$ cat src/rtl/sar_adc_defs.svh
/*
  Constants of the converter control block: register indices, field
  positions, reset values and conversion timing counts.
  Assumes inclusion by bare name from the package and the design files.
*/
`ifndef SAR_ADC_DEFS_SVH
`define SAR_ADC_DEFS_SVH

// Operation
// - high result byte holds result bits nine..two
// - low byte holds bits one..zero, rest zero
// - over upper reference saturates to all ones
// - below lower reference gives all zeros
// - power-on bit starts continuous conversion
// - clearing power-on stops conversion, powers down
// - hardware sets end flag, software cannot
// - high byte read or control write clears flag
// - control write restarts conversion from beginning
// - channel change restarts, clears flag
// - results overwritten each conversion, not held
// - clock select: zero divides four, one two
// - channel code N selects input N
// - wait mode no effect, halt disables converter
// - all registers read zero after reset

// ------------------------------------------------------------
// register indices, byte address is four times the index
// ------------------------------------------------------------
`define ADDR_W          12
`define CSR_INDEX       8'h70
`define RES_HIGH_INDEX  8'h71
`define RES_LOW_INDEX   8'h72

// ------------------------------------------------------------
// control and status fields
// ------------------------------------------------------------
`define CSR_EOC_BIT     7
`define CSR_SPEED_BIT   6
`define CSR_ON_BIT      5
`define CSR_CH_MSB      3
`define CSR_RESET       8'h00
`define RESULT_RESET    10'h000

// ------------------------------------------------------------
// conversion timing in converter clock ticks
// ------------------------------------------------------------
`define RESULT_BITS     10
`define SAMPLE_TICKS    4'h4
`define STEP_TICKS      4'h3
`define DIV4_LIMIT      2'h3
`define DIV2_LIMIT      2'h1

`endif

$ cat src/rtl/sar_adc_pkg.sv
/*
  Types of the converter control block.
  Assumes the constants header is on the include path.
*/
package sar_adc_pkg;
  `include "sar_adc_defs.svh"

  typedef logic [`RESULT_BITS-1:0] result_t;
  typedef logic [3:0]              channel_t;

  typedef enum logic [3:0] {
    ST_IDLE   = 4'b0001,
    ST_SAMPLE = 4'b0010,
    ST_STEP   = 4'b0100,
    ST_DONE   = 4'b1000
  } conv_state_e;
endpackage

$ cat src/rtl/pin_sync_if.sv
/*
  Interface carrying an asynchronous pin level and its filtered copy.
  Assumes both ends run on the same clock as the filter.
*/
`timescale 1ns/10ps
interface pin_sync_if;
  logic raw;
  logic clean;

  modport filt (
    input  raw,
    output clean
  );
  modport user (
    output raw,
    input  clean
  );
endinterface

$ cat src/rtl/pin_filter.sv
/*
  Three-stage synchroniser for one pin; the clean level follows once the
  second and third stages agree.
  Assumes an asynchronous input and a synchronous active-high reset.
*/
`timescale 1ns/10ps
module pin_filter (
  input wire logic mclk,
  input wire logic sys_rst,
  pin_sync_if.filt pin
);
  logic meta1_reg;
  logic meta2_reg;
  logic meta3_reg;
  logic clean_reg;

  // ------------------------------------------------------------
  // synchroniser and agreement filter
  // ------------------------------------------------------------
  always_ff @(posedge mclk) begin
    if (sys_rst) begin
      meta1_reg <= 1'b0;
      meta2_reg <= 1'b0;
      meta3_reg <= 1'b0;
      clean_reg <= 1'b0;
    end else begin
      meta1_reg <= pin.raw;
      meta2_reg <= meta1_reg;
      meta3_reg <= meta2_reg;
      if (meta2_reg == meta3_reg) begin
        clean_reg <= meta3_reg;
      end
    end
  end

  assign pin.clean = clean_reg;
endmodule

$ cat src/rtl/sar_adc_control.sv
/*
  Digital control of a ten-bit successive-approximation converter with an
  APB register slave, conversion clock divider and approximation engine.
  Assumes an analog front end that multiplexes the selected input, tracks
  it while sampleHold is high and holds it while low, and reports on compHigh whether the held
  input lies above dacCode.
*/
// Register access over APB was chosen for this implementation.
`timescale 1ns/10ps
`include "sar_adc_defs.svh"
module sar_adc_control
  import sar_adc_pkg::*;
(
  input  wire logic              mclk,
  input  wire logic              sys_rst,
  input  wire logic              psel,
  input  wire logic              penable,
  input  wire logic              pwrite,
  input  wire logic [`ADDR_W-1:0] paddr,
  input  wire logic [31:0]       pwdata,
  output logic      [31:0]       prdata,
  output logic                   pready,
  output logic                   pslverr,
  input  wire logic              haltMode,
  input  wire logic              compHigh,
  output logic      [3:0]        inputSelector,
  output logic                   channelValid,
  output logic                   converterPowerOn,
  output logic                   sampleHold,
  output logic      [`RESULT_BITS-1:0] dacCode
);

  // ------------------------------------------------------------
  // helper functions
  // ------------------------------------------------------------
  function automatic logic [`ADDR_W-1:0] reg_addr(input logic [7:0] idx);
    reg_addr = {2'b00, idx, 2'b00};
  endfunction

  function automatic result_t bit_mask(input logic [3:0] idx);
    bit_mask = result_t'(1) << idx;
  endfunction

  function automatic logic chan_defined(input channel_t ch);
    chan_defined = !((ch == 4'h6) || (ch == 4'h7) ||
                     (ch == 4'h9) || (ch == 4'hB));
  endfunction

  // ------------------------------------------------------------
  // declarations
  // ------------------------------------------------------------
  logic        speed_reg;
  logic        converter_power_on_reg;
  channel_t    chan_reg;
  logic        eoc_reg;
  logic        eoc_next;
  result_t     result_reg;
  conv_state_e state_reg;
  conv_state_e state_next;
  logic [3:0]  phase_reg;
  logic [3:0]  phase_next;
  logic [3:0]  bitIdx_reg;
  logic [3:0]  bitIdx_next;
  result_t     approx_reg;
  result_t     approx_next;
  result_t     dac_reg;
  logic [1:0]  div_reg;
  logic [1:0]  div_next;
  logic [31:0] rdata_reg;
  logic        err_reg;
  logic        convDone;

  wire logic       setupPhase;
  wire logic       accessPhase;
  wire logic       hitCsr;
  wire logic       hitHigh;
  wire logic       hitLow;
  wire logic       mapped;
  wire logic       ctrlWrite;
  wire logic       highRead;
  wire logic       restart;
  wire logic       run;
  wire logic [1:0] divLimit;
  wire logic       tick;
  wire logic       compClean;
  wire result_t    trial;
  wire logic [7:0] csrView;
  wire logic [7:0] highView;
  wire logic [7:0] lowView;
  wire logic [7:0] readMux;

  // ------------------------------------------------------------
  // comparator synchroniser
  // ------------------------------------------------------------
  pin_sync_if compSync ();

  assign compSync.raw = compHigh;
  assign compClean    = compSync.clean;

  pin_filter compFilter (
    .mclk    (mclk),
    .sys_rst (sys_rst),
    .pin     (compSync)
  );

  // ------------------------------------------------------------
  // apb decode
  // ------------------------------------------------------------
  assign setupPhase  = psel & ~penable;
  assign accessPhase = psel & penable;
  assign hitCsr      = (paddr == reg_addr(`CSR_INDEX));
  assign hitHigh     = (paddr == reg_addr(`RES_HIGH_INDEX));
  assign hitLow      = (paddr == reg_addr(`RES_LOW_INDEX));
  assign mapped      = hitCsr | hitHigh | hitLow;
  assign ctrlWrite   = accessPhase & pwrite & hitCsr;
  assign highRead    = accessPhase & ~pwrite & hitHigh;

  // no wait states: every access phase completes at once
  assign pready  = 1'b1;
  assign pslverr = accessPhase & err_reg;
  assign prdata  = rdata_reg;

  // ------------------------------------------------------------
  // register views
  // ------------------------------------------------------------
  // bit four always reads zero, software writes to it are dropped
  assign csrView  = {eoc_reg, speed_reg, converter_power_on_reg, 1'b0, chan_reg};
  assign highView = result_reg[`RESULT_BITS-1:2];
  assign lowView  = {6'h00, result_reg[1:0]};
  assign readMux  = hitCsr  ? csrView  :
                    hitHigh ? highView :
                    hitLow  ? lowView  : 8'h00;

  // read data is captured in the setup phase and held through access
  always_ff @(posedge mclk) begin
    if (sys_rst) begin
      rdata_reg <= 32'h00000000;
      err_reg   <= 1'b0;
    end else if (setupPhase) begin
      rdata_reg <= {24'h000000, readMux};
      err_reg   <= ~mapped;
    end
  end

  // ------------------------------------------------------------
  // control register
  // ------------------------------------------------------------
  // end flag field of the written word is ignored
  always_ff @(posedge mclk) begin
    if (sys_rst) begin
      speed_reg <= 1'b0;
      converter_power_on_reg  <= 1'b0;
      chan_reg  <= 4'h0;
    end else if (ctrlWrite) begin
      speed_reg <= pwdata[`CSR_SPEED_BIT];
      converter_power_on_reg  <= pwdata[`CSR_ON_BIT];
      chan_reg  <= pwdata[`CSR_CH_MSB:0];
    end
  end

  // ------------------------------------------------------------
  // run control
  // ------------------------------------------------------------
  // besides the power-on bit only halt gates the converter; wait mode is not an input at all
  assign run     = converter_power_on_reg & ~haltMode;
  // any control write, including a channel change, restarts
  assign restart = ctrlWrite;

  assign inputSelector    = chan_reg;
  assign channelValid     = chan_defined(chan_reg);
  assign converterPowerOn = run;

  // ------------------------------------------------------------
  // conversion clock divider
  // ------------------------------------------------------------
  assign divLimit = speed_reg ? `DIV2_LIMIT : `DIV4_LIMIT;
  assign tick     = run & (div_reg == divLimit);

  always_comb begin
    if (!run || restart || tick) begin
      div_next = 2'h0;
    end else begin
      div_next = div_reg + 2'h1;
    end
  end

  always_ff @(posedge mclk) begin
    if (sys_rst) begin
      div_reg <= 2'h0;
    end else begin
      div_reg <= div_next;
    end
  end

  // ------------------------------------------------------------
  // approximation engine
  // ------------------------------------------------------------
  assign trial = approx_reg | bit_mask(bitIdx_reg);

  always_comb begin
    state_next  = state_reg;
    phase_next  = phase_reg;
    bitIdx_next = bitIdx_reg;
    approx_next = approx_reg;
    convDone    = 1'b0;
    if (!run) begin
      state_next  = ST_IDLE;
      phase_next  = 4'h0;
      approx_next = `RESULT_RESET;
    end else if (restart) begin
      state_next  = ST_SAMPLE;
      phase_next  = 4'h0;
      approx_next = `RESULT_RESET;
    end else begin
      unique case (state_reg)
        ST_IDLE: begin
          state_next  = ST_SAMPLE;
          phase_next  = 4'h0;
          approx_next = `RESULT_RESET;
        end
        ST_SAMPLE: begin
          if (tick) begin
            if (phase_reg == `SAMPLE_TICKS - 4'h1) begin
              state_next  = ST_STEP;
              phase_next  = 4'h0;
              bitIdx_next = 4'(`RESULT_BITS - 1);
            end else begin
              phase_next = phase_reg + 4'h1;
            end
          end
        end
        ST_STEP: begin
          if (tick) begin
            if (phase_reg == `STEP_TICKS - 4'h1) begin
              phase_next = 4'h0;
              // a bit is kept while the input stays above the trial,
              // so out-of-range inputs end at all ones or all zeros
              approx_next = compClean ? trial : approx_reg;
              if (bitIdx_reg == 4'h0) begin
                state_next = ST_DONE;
              end else begin
                bitIdx_next = bitIdx_reg - 4'h1;
              end
            end else begin
              phase_next = phase_reg + 4'h1;
            end
          end
        end
        ST_DONE: begin
          convDone    = 1'b1;
          state_next  = ST_SAMPLE;
          phase_next  = 4'h0;
          approx_next = `RESULT_RESET;
        end
      endcase
    end
  end

  always_ff @(posedge mclk) begin
    if (sys_rst) begin
      state_reg  <= ST_IDLE;
      phase_reg  <= 4'h0;
      bitIdx_reg <= 4'h0;
      approx_reg <= `RESULT_RESET;
    end else begin
      state_reg  <= state_next;
      phase_reg  <= phase_next;
      bitIdx_reg <= bitIdx_next;
      approx_reg <= approx_next;
    end
  end

  // ------------------------------------------------------------
  // trial code to the analog side
  // ------------------------------------------------------------
  always_ff @(posedge mclk) begin
    if (sys_rst) begin
      dac_reg <= `RESULT_RESET;
    end else if (state_next == ST_STEP) begin
      dac_reg <= approx_next | bit_mask(bitIdx_next);
    end else begin
      dac_reg <= `RESULT_RESET;
    end
  end

  assign dacCode    = dac_reg;
  assign sampleHold = (state_reg == ST_SAMPLE);

  // ------------------------------------------------------------
  // result and end flag
  // ------------------------------------------------------------
  // result is replaced at every completion, nothing waits for a read
  always_ff @(posedge mclk) begin
    if (sys_rst) begin
      result_reg <= `RESULT_RESET;
    end else if (convDone) begin
      result_reg <= approx_reg;
    end
  end

  // completion wins over a clear in the same cycle; no interrupt exists
  assign eoc_next = convDone |
                    (eoc_reg & ~(ctrlWrite | highRead));

  always_ff @(posedge mclk) begin
    if (sys_rst) begin
      eoc_reg <= 1'b0;
    end else begin
      eoc_reg <= eoc_next;
    end
  end

endmodule

$ cat config.mk
export PLATFORM = sky130hd
export DESIGN_NAME = sar_adc_control
export DESIGN_NICKNAME = d
export VERILOG_FILES = /design/src/rtl/sar_adc_pkg.sv /design/src/rtl/pin_sync_if.sv /design/src/rtl/pin_filter.sv /design/src/rtl/sar_adc_control.sv
export VERILOG_INCLUDE_DIRS = /design/src /design/src/rtl
export SDC_FILE = /design/constraint.sdc
export NUM_CORES = 1
export LEC_CHECK = 0
export BUFFER_PORTS_ARGS = -buffer_cell sky130_fd_sc_hd__buf_4
export CORE_ASPECT_RATIO = 0.5
export CORE_MARGIN = 10
export CORE_UTILIZATION = 51
export DETAILED_ROUTE_END_ITERATION = 10
export PLACE_DENSITY = 0.9
export SLEW_MARGIN = 25
export SYNTH_ARGS = -nofsm -noshare
export SYNTH_HDL_FRONTEND = slang
export SYNTH_HIERARCHICAL = 1
export SYNTH_SLANG_ARGS = --single-unit
$ cat constraint.sdc
create_clock -name mclk -period 4 [get_ports mclk]
set_input_delay 0.8 -clock mclk [delete_from_list [all_inputs] [get_ports mclk]]
set_output_delay 0.8 -clock mclk [all_outputs]
set_load 0.01 [all_outputs]
==> results of run 1 <==
## layout make-up
type	instances	area (µm²)	share of cell area (%)
multi-input combinational	276	1630	43.4
sequential	64	1280	34.1
timing repair buffer	53	398	10.6
clock buffer	9	225	5.99
clock inverter	7	103	2.73
tap	73	91.3	2.43
inverter	8	30.0	0.798
## cell usage after synthesis, drive strengths merged (4+ instances only)
library cell | number | share of area, %
dfxtp | 64 | 41
a211oi | 6 | 1.4
nor2b | 8 | 1.6
nand2 | 25 | 3.0
buf | 28 | 6.7
nand4b | 5 | 1.4
a31oi | 8 | 1.6
nor3b | 4 | 0.97
nand3 | 10 | 1.6
mux2i | 12 | 3.9
o21ai | 13 | 2.1
nor2 | 51 | 6.2
a22oi | 5 | 1.2
nor4b | 4 | 1.5
a21oi | 26 | 4.2
nand2b | 4 | 0.80
inv | 8 | 0.97
and3 | 6 | 1.2
nand4 | 5 | 1.0
clkbuf | 12 | 1.4
ha | 7 | 2.8
nand3b | 5 | 1.2
nor3 | 13 | 2.1
## per-layer routing
metal  wire [µm]  share of wire, %
met3         874                11
met1        3300                42
met4         150               1.9
met2        3600                45
met5           0                 0
## worst min-delay path by stage
stage | slack [ns] | cells past startpoint | end | from
finish | 0.44 | 1 | compFilter/meta2_reg | compFilter/meta1_reg
global route | 0.47 | 1 | compFilter/meta2_reg | compFilter/meta1_reg
CTS | 0.44 | 1 | compFilter/meta2_reg | compFilter/meta1_reg
detailed placement | 0.43 | 1 | compFilter/meta2_reg | compFilter/meta1_reg
global placement | 0.42 | 1 | compFilter/meta2_reg | compFilter/meta1_reg
floorplan | 0.41 | 1 | compFilter/meta2_reg | compFilter/meta1_reg
## cell families (layout without fill, tap and decap cells)
kind of cell | after synthesis | in the layout | synth area share (%)
AND/OR/NAND/NOR | 159 | 159 | 27.3
AO/OA/AOI/OAI | 70 | 70 | 14.6
flip-flops | 64 | 64 | 41.2
buffers and inverters | 48 | 77 | 9.09
multiplexers | 12 | 12 | 3.86
adder cells (fa/ha/maj) | 7 | 7 | 2.81
XOR/XNOR | 3 | 3 | 0.845
other | 2 | 25 | 0.241
## worst reg2reg max path, stage by stage, from the launching register on
cell	delay [ns]
dfxtp_1	0.38
nor4b_2	0.56
nand4_1	0.21
a211o_1	0.40
o21ai_1	0.50
nor3_1	0.20
a31oi_1	0.23
nor2_1	0.07
## stage by stage
| step | worst slack, ns | hold slack (ns) |
|---|---|---|
| floorplan | 1.38 | 0.414 |
| global placement | 0.973 | 0.417 |
| detailed placement | 0.906 | 0.429 |
| CTS | 1.18 | 0.442 |
| global route | 0.964 | 0.474 |
| finish | 1.17 | 0.435 |
## power groups by stage
stage,registers (W),logic (W),clock network (W)
after floorplan,0.000662,0.0000471,0
after CTS,0.000646,0.0000620,0.000861
after detailed placement,0.000660,0.0000615,0
after global placement,0.000660,0.0000608,0
final,0.000646,0.0000632,0.000856
after global routing,0.000647,0.0000699,0.000897
==> reports/results.txt, run 1 <==
Max-Cap Viols = 0
clk buf depth = 2
VDD IR max = 0.000207 V
Clock Sinks = 64
first-pass GRT wire length = 12.9 mm
Cell Pwr Density = 416 nW/µm²
Port Buffers = 50
Layout area overhead = 20.9%
Max Freq = 354 MHz
setup bufs post-CTS = 0
worst-path cell chain = buf_4, nor4b_1, nand4_1, nand2_1, nand4b_1, or3_1, a21oi_1
Post-synth EDFFs = 0
Mapped Cells = 365
final worst path period share = 70.6%
CP bufs+invs = 1
Die Span Y = 75.2 µm
ys flop type = dfxtp_1
most common library cell in the layout ignoring fill and taps = dfxtp_1
worst path arrival time = 3.02 ns
Worst Path Required = 4.20 ns
Clk pwr share = 54.7%
pin count of the biggest net entering global routing = 47
total internal power = 0.00122 W
switching power = 0.000342 W
async set-reset flop share out of synthesis = 0%
TritonCTS clock tree = yes
ANT cells = 0
TritonRoute pass-1 iters = 5
critical path class = in2reg
Routed Antenna Nets = 0
final wirelength = 7.92 mm
R2R Path End = dacCode[5]
combinational power share = 4.0%
CP endpoint = dacCode[4]
CP peak stage delay = 0.57 ns
GPL Wtd Cong = 0.912
Flop pwr share = 41.3%
Mean Syn Cell Area = 8.53 µm²
GRT Total Usage = 16.4%
CP startpoint = paddr[9]
DP Wirelength = 5.72 mm
R2R setup slack = 1.33 ns
CP delay by family, top = simple AND/OR/NAND/NOR gates
sequential fraction of the synthesis area = 41.2%
commonest cells after routing, fill and taps aside = dfxtp_1 (64), buf_4 (53), nor2_1 (51)
final hold vios = 0
crit path capture type = flip-flop
yosys warns = 6
post-synthesis cell type count = 53
fin area = 3760 µm²
reg2reg path depth = 7
final core occ = 66.2%
CTS root buf = clkbuf_16
CTS H-Tree Depth = 3
Die ar. = 9820 µm²
Slew HR = 35.7%
Die Span X = 130 µm
vias in the first global route = 2,603
total CTS buffers = 9
Switching Fraction = 21.9%
Least-Margin Pin Slew = 0.952 ns
# fillers = 439
met1 usage = 20.3%
GR Util met3 = 4.91%
I/O pin cnt = 102
total power draw = 0.00157 W
GRT overflow = 0
FP Rows = 19
hold buffers post-CTS = 0
Mapped Area = 3110 µm²
Hold Crit Class = reg2reg
Max Slew Vio Count = 0
RR Startpoint = state_reg[0]
Resized Gates After CTS = 0
drt initial violations = 344
LEAKAGE = 1.55 nW
Routed wire per std cell = 16.2 µm
number of vias per cell = 5.72
Worst path slowest cell = nor4b_1
fin nets = 470
core area = 5680 µm²
Cells after DPL = 474
clk_lat worst skew = 0.33 ns
Finished Layout Cells = 490
Area after DPL = 3430 µm²
status = completed
Initial Util = 54.8%
unrepaired setup endpoints after global routing = false
final setup vio count = 0
Fin Clk Skew = 0.00583 ns
layout cells sized above 1 = 18.2%
Final min period = 2.83 ns
DRC Markers = 0
GR Util met2 = 26.6%
Clock transition at path regs = 0.05 ns
Yosys reg bits = 64
CP Depth = 7
detailed-route via count = 2,802
initial antenna violation count = 0
layer carrying the most global-route usage = met2
Fin Setup TNS = 0 ns
maximum fanout along the worst path = 10
CP startpoint kind = primary input
(Power assumes the default switching activity.)
==> inputs of run 2 (changes only) <==
- CORE_UTILIZATION: 51 -> 46
- PLACE_DENSITY: 0.9 -> 0.87
- clock period: 4 -> 2.38 ns (I/O delays scaled with it)
==> run 2 against run 1 <==
  * Sequential share of layout area is 2.3 points lower
  * Total power is 58% higher
  * Final area is 7.7% higher
  * Clock skew is 0.0011 ns lower
  * Non-clock buffer count is 31 higher
  * Global-route usage is 1.2 points lower
  * Clock power is 50% higher
  * Worst hold slack worse by 0.070 ns
  * Critical endpoint unchanged
==> reports/results.txt, run 2 (synthesis gave the netlist of run 1 again) <==
Max Slew Vio Count = 0 (unchanged)
Die ar. = 10,700 µm² (+8.5%)
Final min period = 2.36 ns
final hold vios = 0 (unchanged)
Worst path slowest cell = o41ai_1
Die Span X = 136 µm (+4.5%)
Initial Util = 47.0% (-7.8 points)
layout cells sized above 1 = 25.9% (+7.7 points)
worst path arrival time = 2.62 ns (-0.40 ns)
commonest cells after routing, fill and taps aside = buf_4 (84), dfxtp_1 (61), nor2_1 (51)
DRC Markers = 0 (unchanged)
VDD IR max = 0.000359 V (+74%)
status = completed
crit path capture type = flip-flop
DP Wirelength = 6.06 mm (+6.0%)
fin nets = 502 (+6.8%)
hold slack = 0.365 ns (-0.0701 ns)
Least-Margin Pin Slew = 0.573 ns (-0.378 ns)
total CTS buffers = 9 (unchanged)
CP delay by family, top = compound AO/OA/AOI/OAI gates
GRT overflow = 0 (unchanged)
Routed wire per std cell = 16.5 µm (+2.1%)
final setup vio count = 0 (unchanged)
Routed Antenna Nets = 0 (unchanged)
Area after DPL = 3670 µm² (+6.8%)
Cell Pwr Density = 612 nW/µm² (+47%)
clk buf depth = 2 (unchanged)
Clock transition at path regs = 0.05 ns (about the same)
pre-CTS setup slack = -0.0799 ns (-0.986 ns)
Cells after DPL = 521 (+9.9%)
CP peak stage delay = 0.42 ns (-0.15 ns)
final worst path period share = 99.1%
CP bufs+invs = 2 (+1)
core area = 6620 µm² (+17%)
Max Freq = 424 MHz
TritonCTS clock tree = yes
Die Span Y = 78.2 µm (+3.9%)
most common library cell in the layout ignoring fill and taps = buf_4
Port Buffers = 50 (unchanged)
vias in the first global route = 2,837 (+9.0%)
GPL Wtd Cong = 0.926 (+1.5%)
first-pass GRT wire length = 13.4 mm (+4.1%)
number of vias per cell = 5.58 (-2.4%)
Max-Cap Viols = 0 (unchanged)
Worst Path Required = 2.64 ns (-1.56 ns)
clk_lat worst skew = 0.33 ns (about the same)
final wirelength = 8.91 mm (+13%)
FP Rows = 21 (+2)
Clock Sinks = 64 (unchanged)
CP startpoint kind = flip-flop
LEAKAGE = 1.69 nW (+9.1%)
initial antenna violation count = 0 (unchanged)
drt initial violations = 252 (-27%)
ANT cells = 0 (unchanged)
Fin Setup TNS = 0 ns (unchanged)
maximum fanout along the worst path = 6 (-4)
Finished Layout Cells = 540 (+10%)
pin count of the biggest net entering global routing = 46 (-2.1%)
TritonRoute pass-1 iters = 6 (+1)
CTS root buf = clkbuf_16
GRT Total Usage = 15.3% (-1.2 points)
Hold Crit Class = in2reg
CTS H-Tree Depth = 3 (unchanged)
detailed-route via count = 3,014 (+7.6%)
fin worst setup slack = 0.0203 ns (-1.15 ns)
fin area = 4050 µm² (+7.7%)
Layout area overhead = 30.2%
Slew HR = 61.4% (+26 points)
worst-path cell chain = inv_1, ha_1, and2_1, nand3_1, o41ai_1, o21ai_1, buf_4, nand4b_1, a21oi_2
critical path class = reg2reg
I/O pin cnt = 102 (unchanged)
Fin Clk Skew = 0.00471 ns (-0.00112 ns)
run 2: cell type report:
type / count / area [µm²]
Multi-Input combinational cell: 277 / 1700
Fill cell: 532 / 2570
Clock inverter: 3 / 42.5
Sequential cell: 64 / 1280
Clock buffer: 12 / 246
Inverter: 8 / 30.0
Tap cell: 92 / 115
Timing Repair Buffer: 84 / 631
run 2: what timing repair did:
action,in CTS,in global routing
hold buffers,0,0
resized for setup,1,14
endpoints found under the setup margin,2,10
setup buffers,0,3
cloned,0,1
pin swaps,0,4
endpoints found under the hold margin,0,0
run 2: through the flow:
step | util, % | power [W]
6_report | 61.2 | 0.00248
3_5_place_dp | 55.4 | 0.00122
3_3_place_gp | 55.4 | 0.00122
2_1_floorplan | - | 0.00119
4_1_cts | 59.8 | 0.00249
5_1_grt | 61.2 | 0.00254
run 2: path summary, 6_finish.rpt:
path                             start              endpoint  slack (ns)  depth (start not counted)
setup / recovery          phase_reg[0]            dacCode[4]        0.02                          9
hold / removal                compHigh  compFilter/meta1_reg        0.37                          2
hold reg to reg   compFilter/meta1_reg  compFilter/meta2_reg        0.46                          1
setup reg to reg          phase_reg[0]            dacCode[4]        0.02                          9
run 2: where the power goes:
group,switching [W],total (W),internal (W)
Combinational,0.0000633,0.000115,0.0000513
Clock,0.000447,0.00128,0.000831
Sequential,0.00000513,0.00109,0.00108
Total,0.000515,0.00248,0.00196
run 2: metal layers:
metal	up-vias	GRT usage (%)	share of wire, %
li1	1405	-	-
met1	1401	18.1	42
met2	181	25.2	45
met3	27	4.76	10
met4	0	6.24	2.4
met5	-	0	0
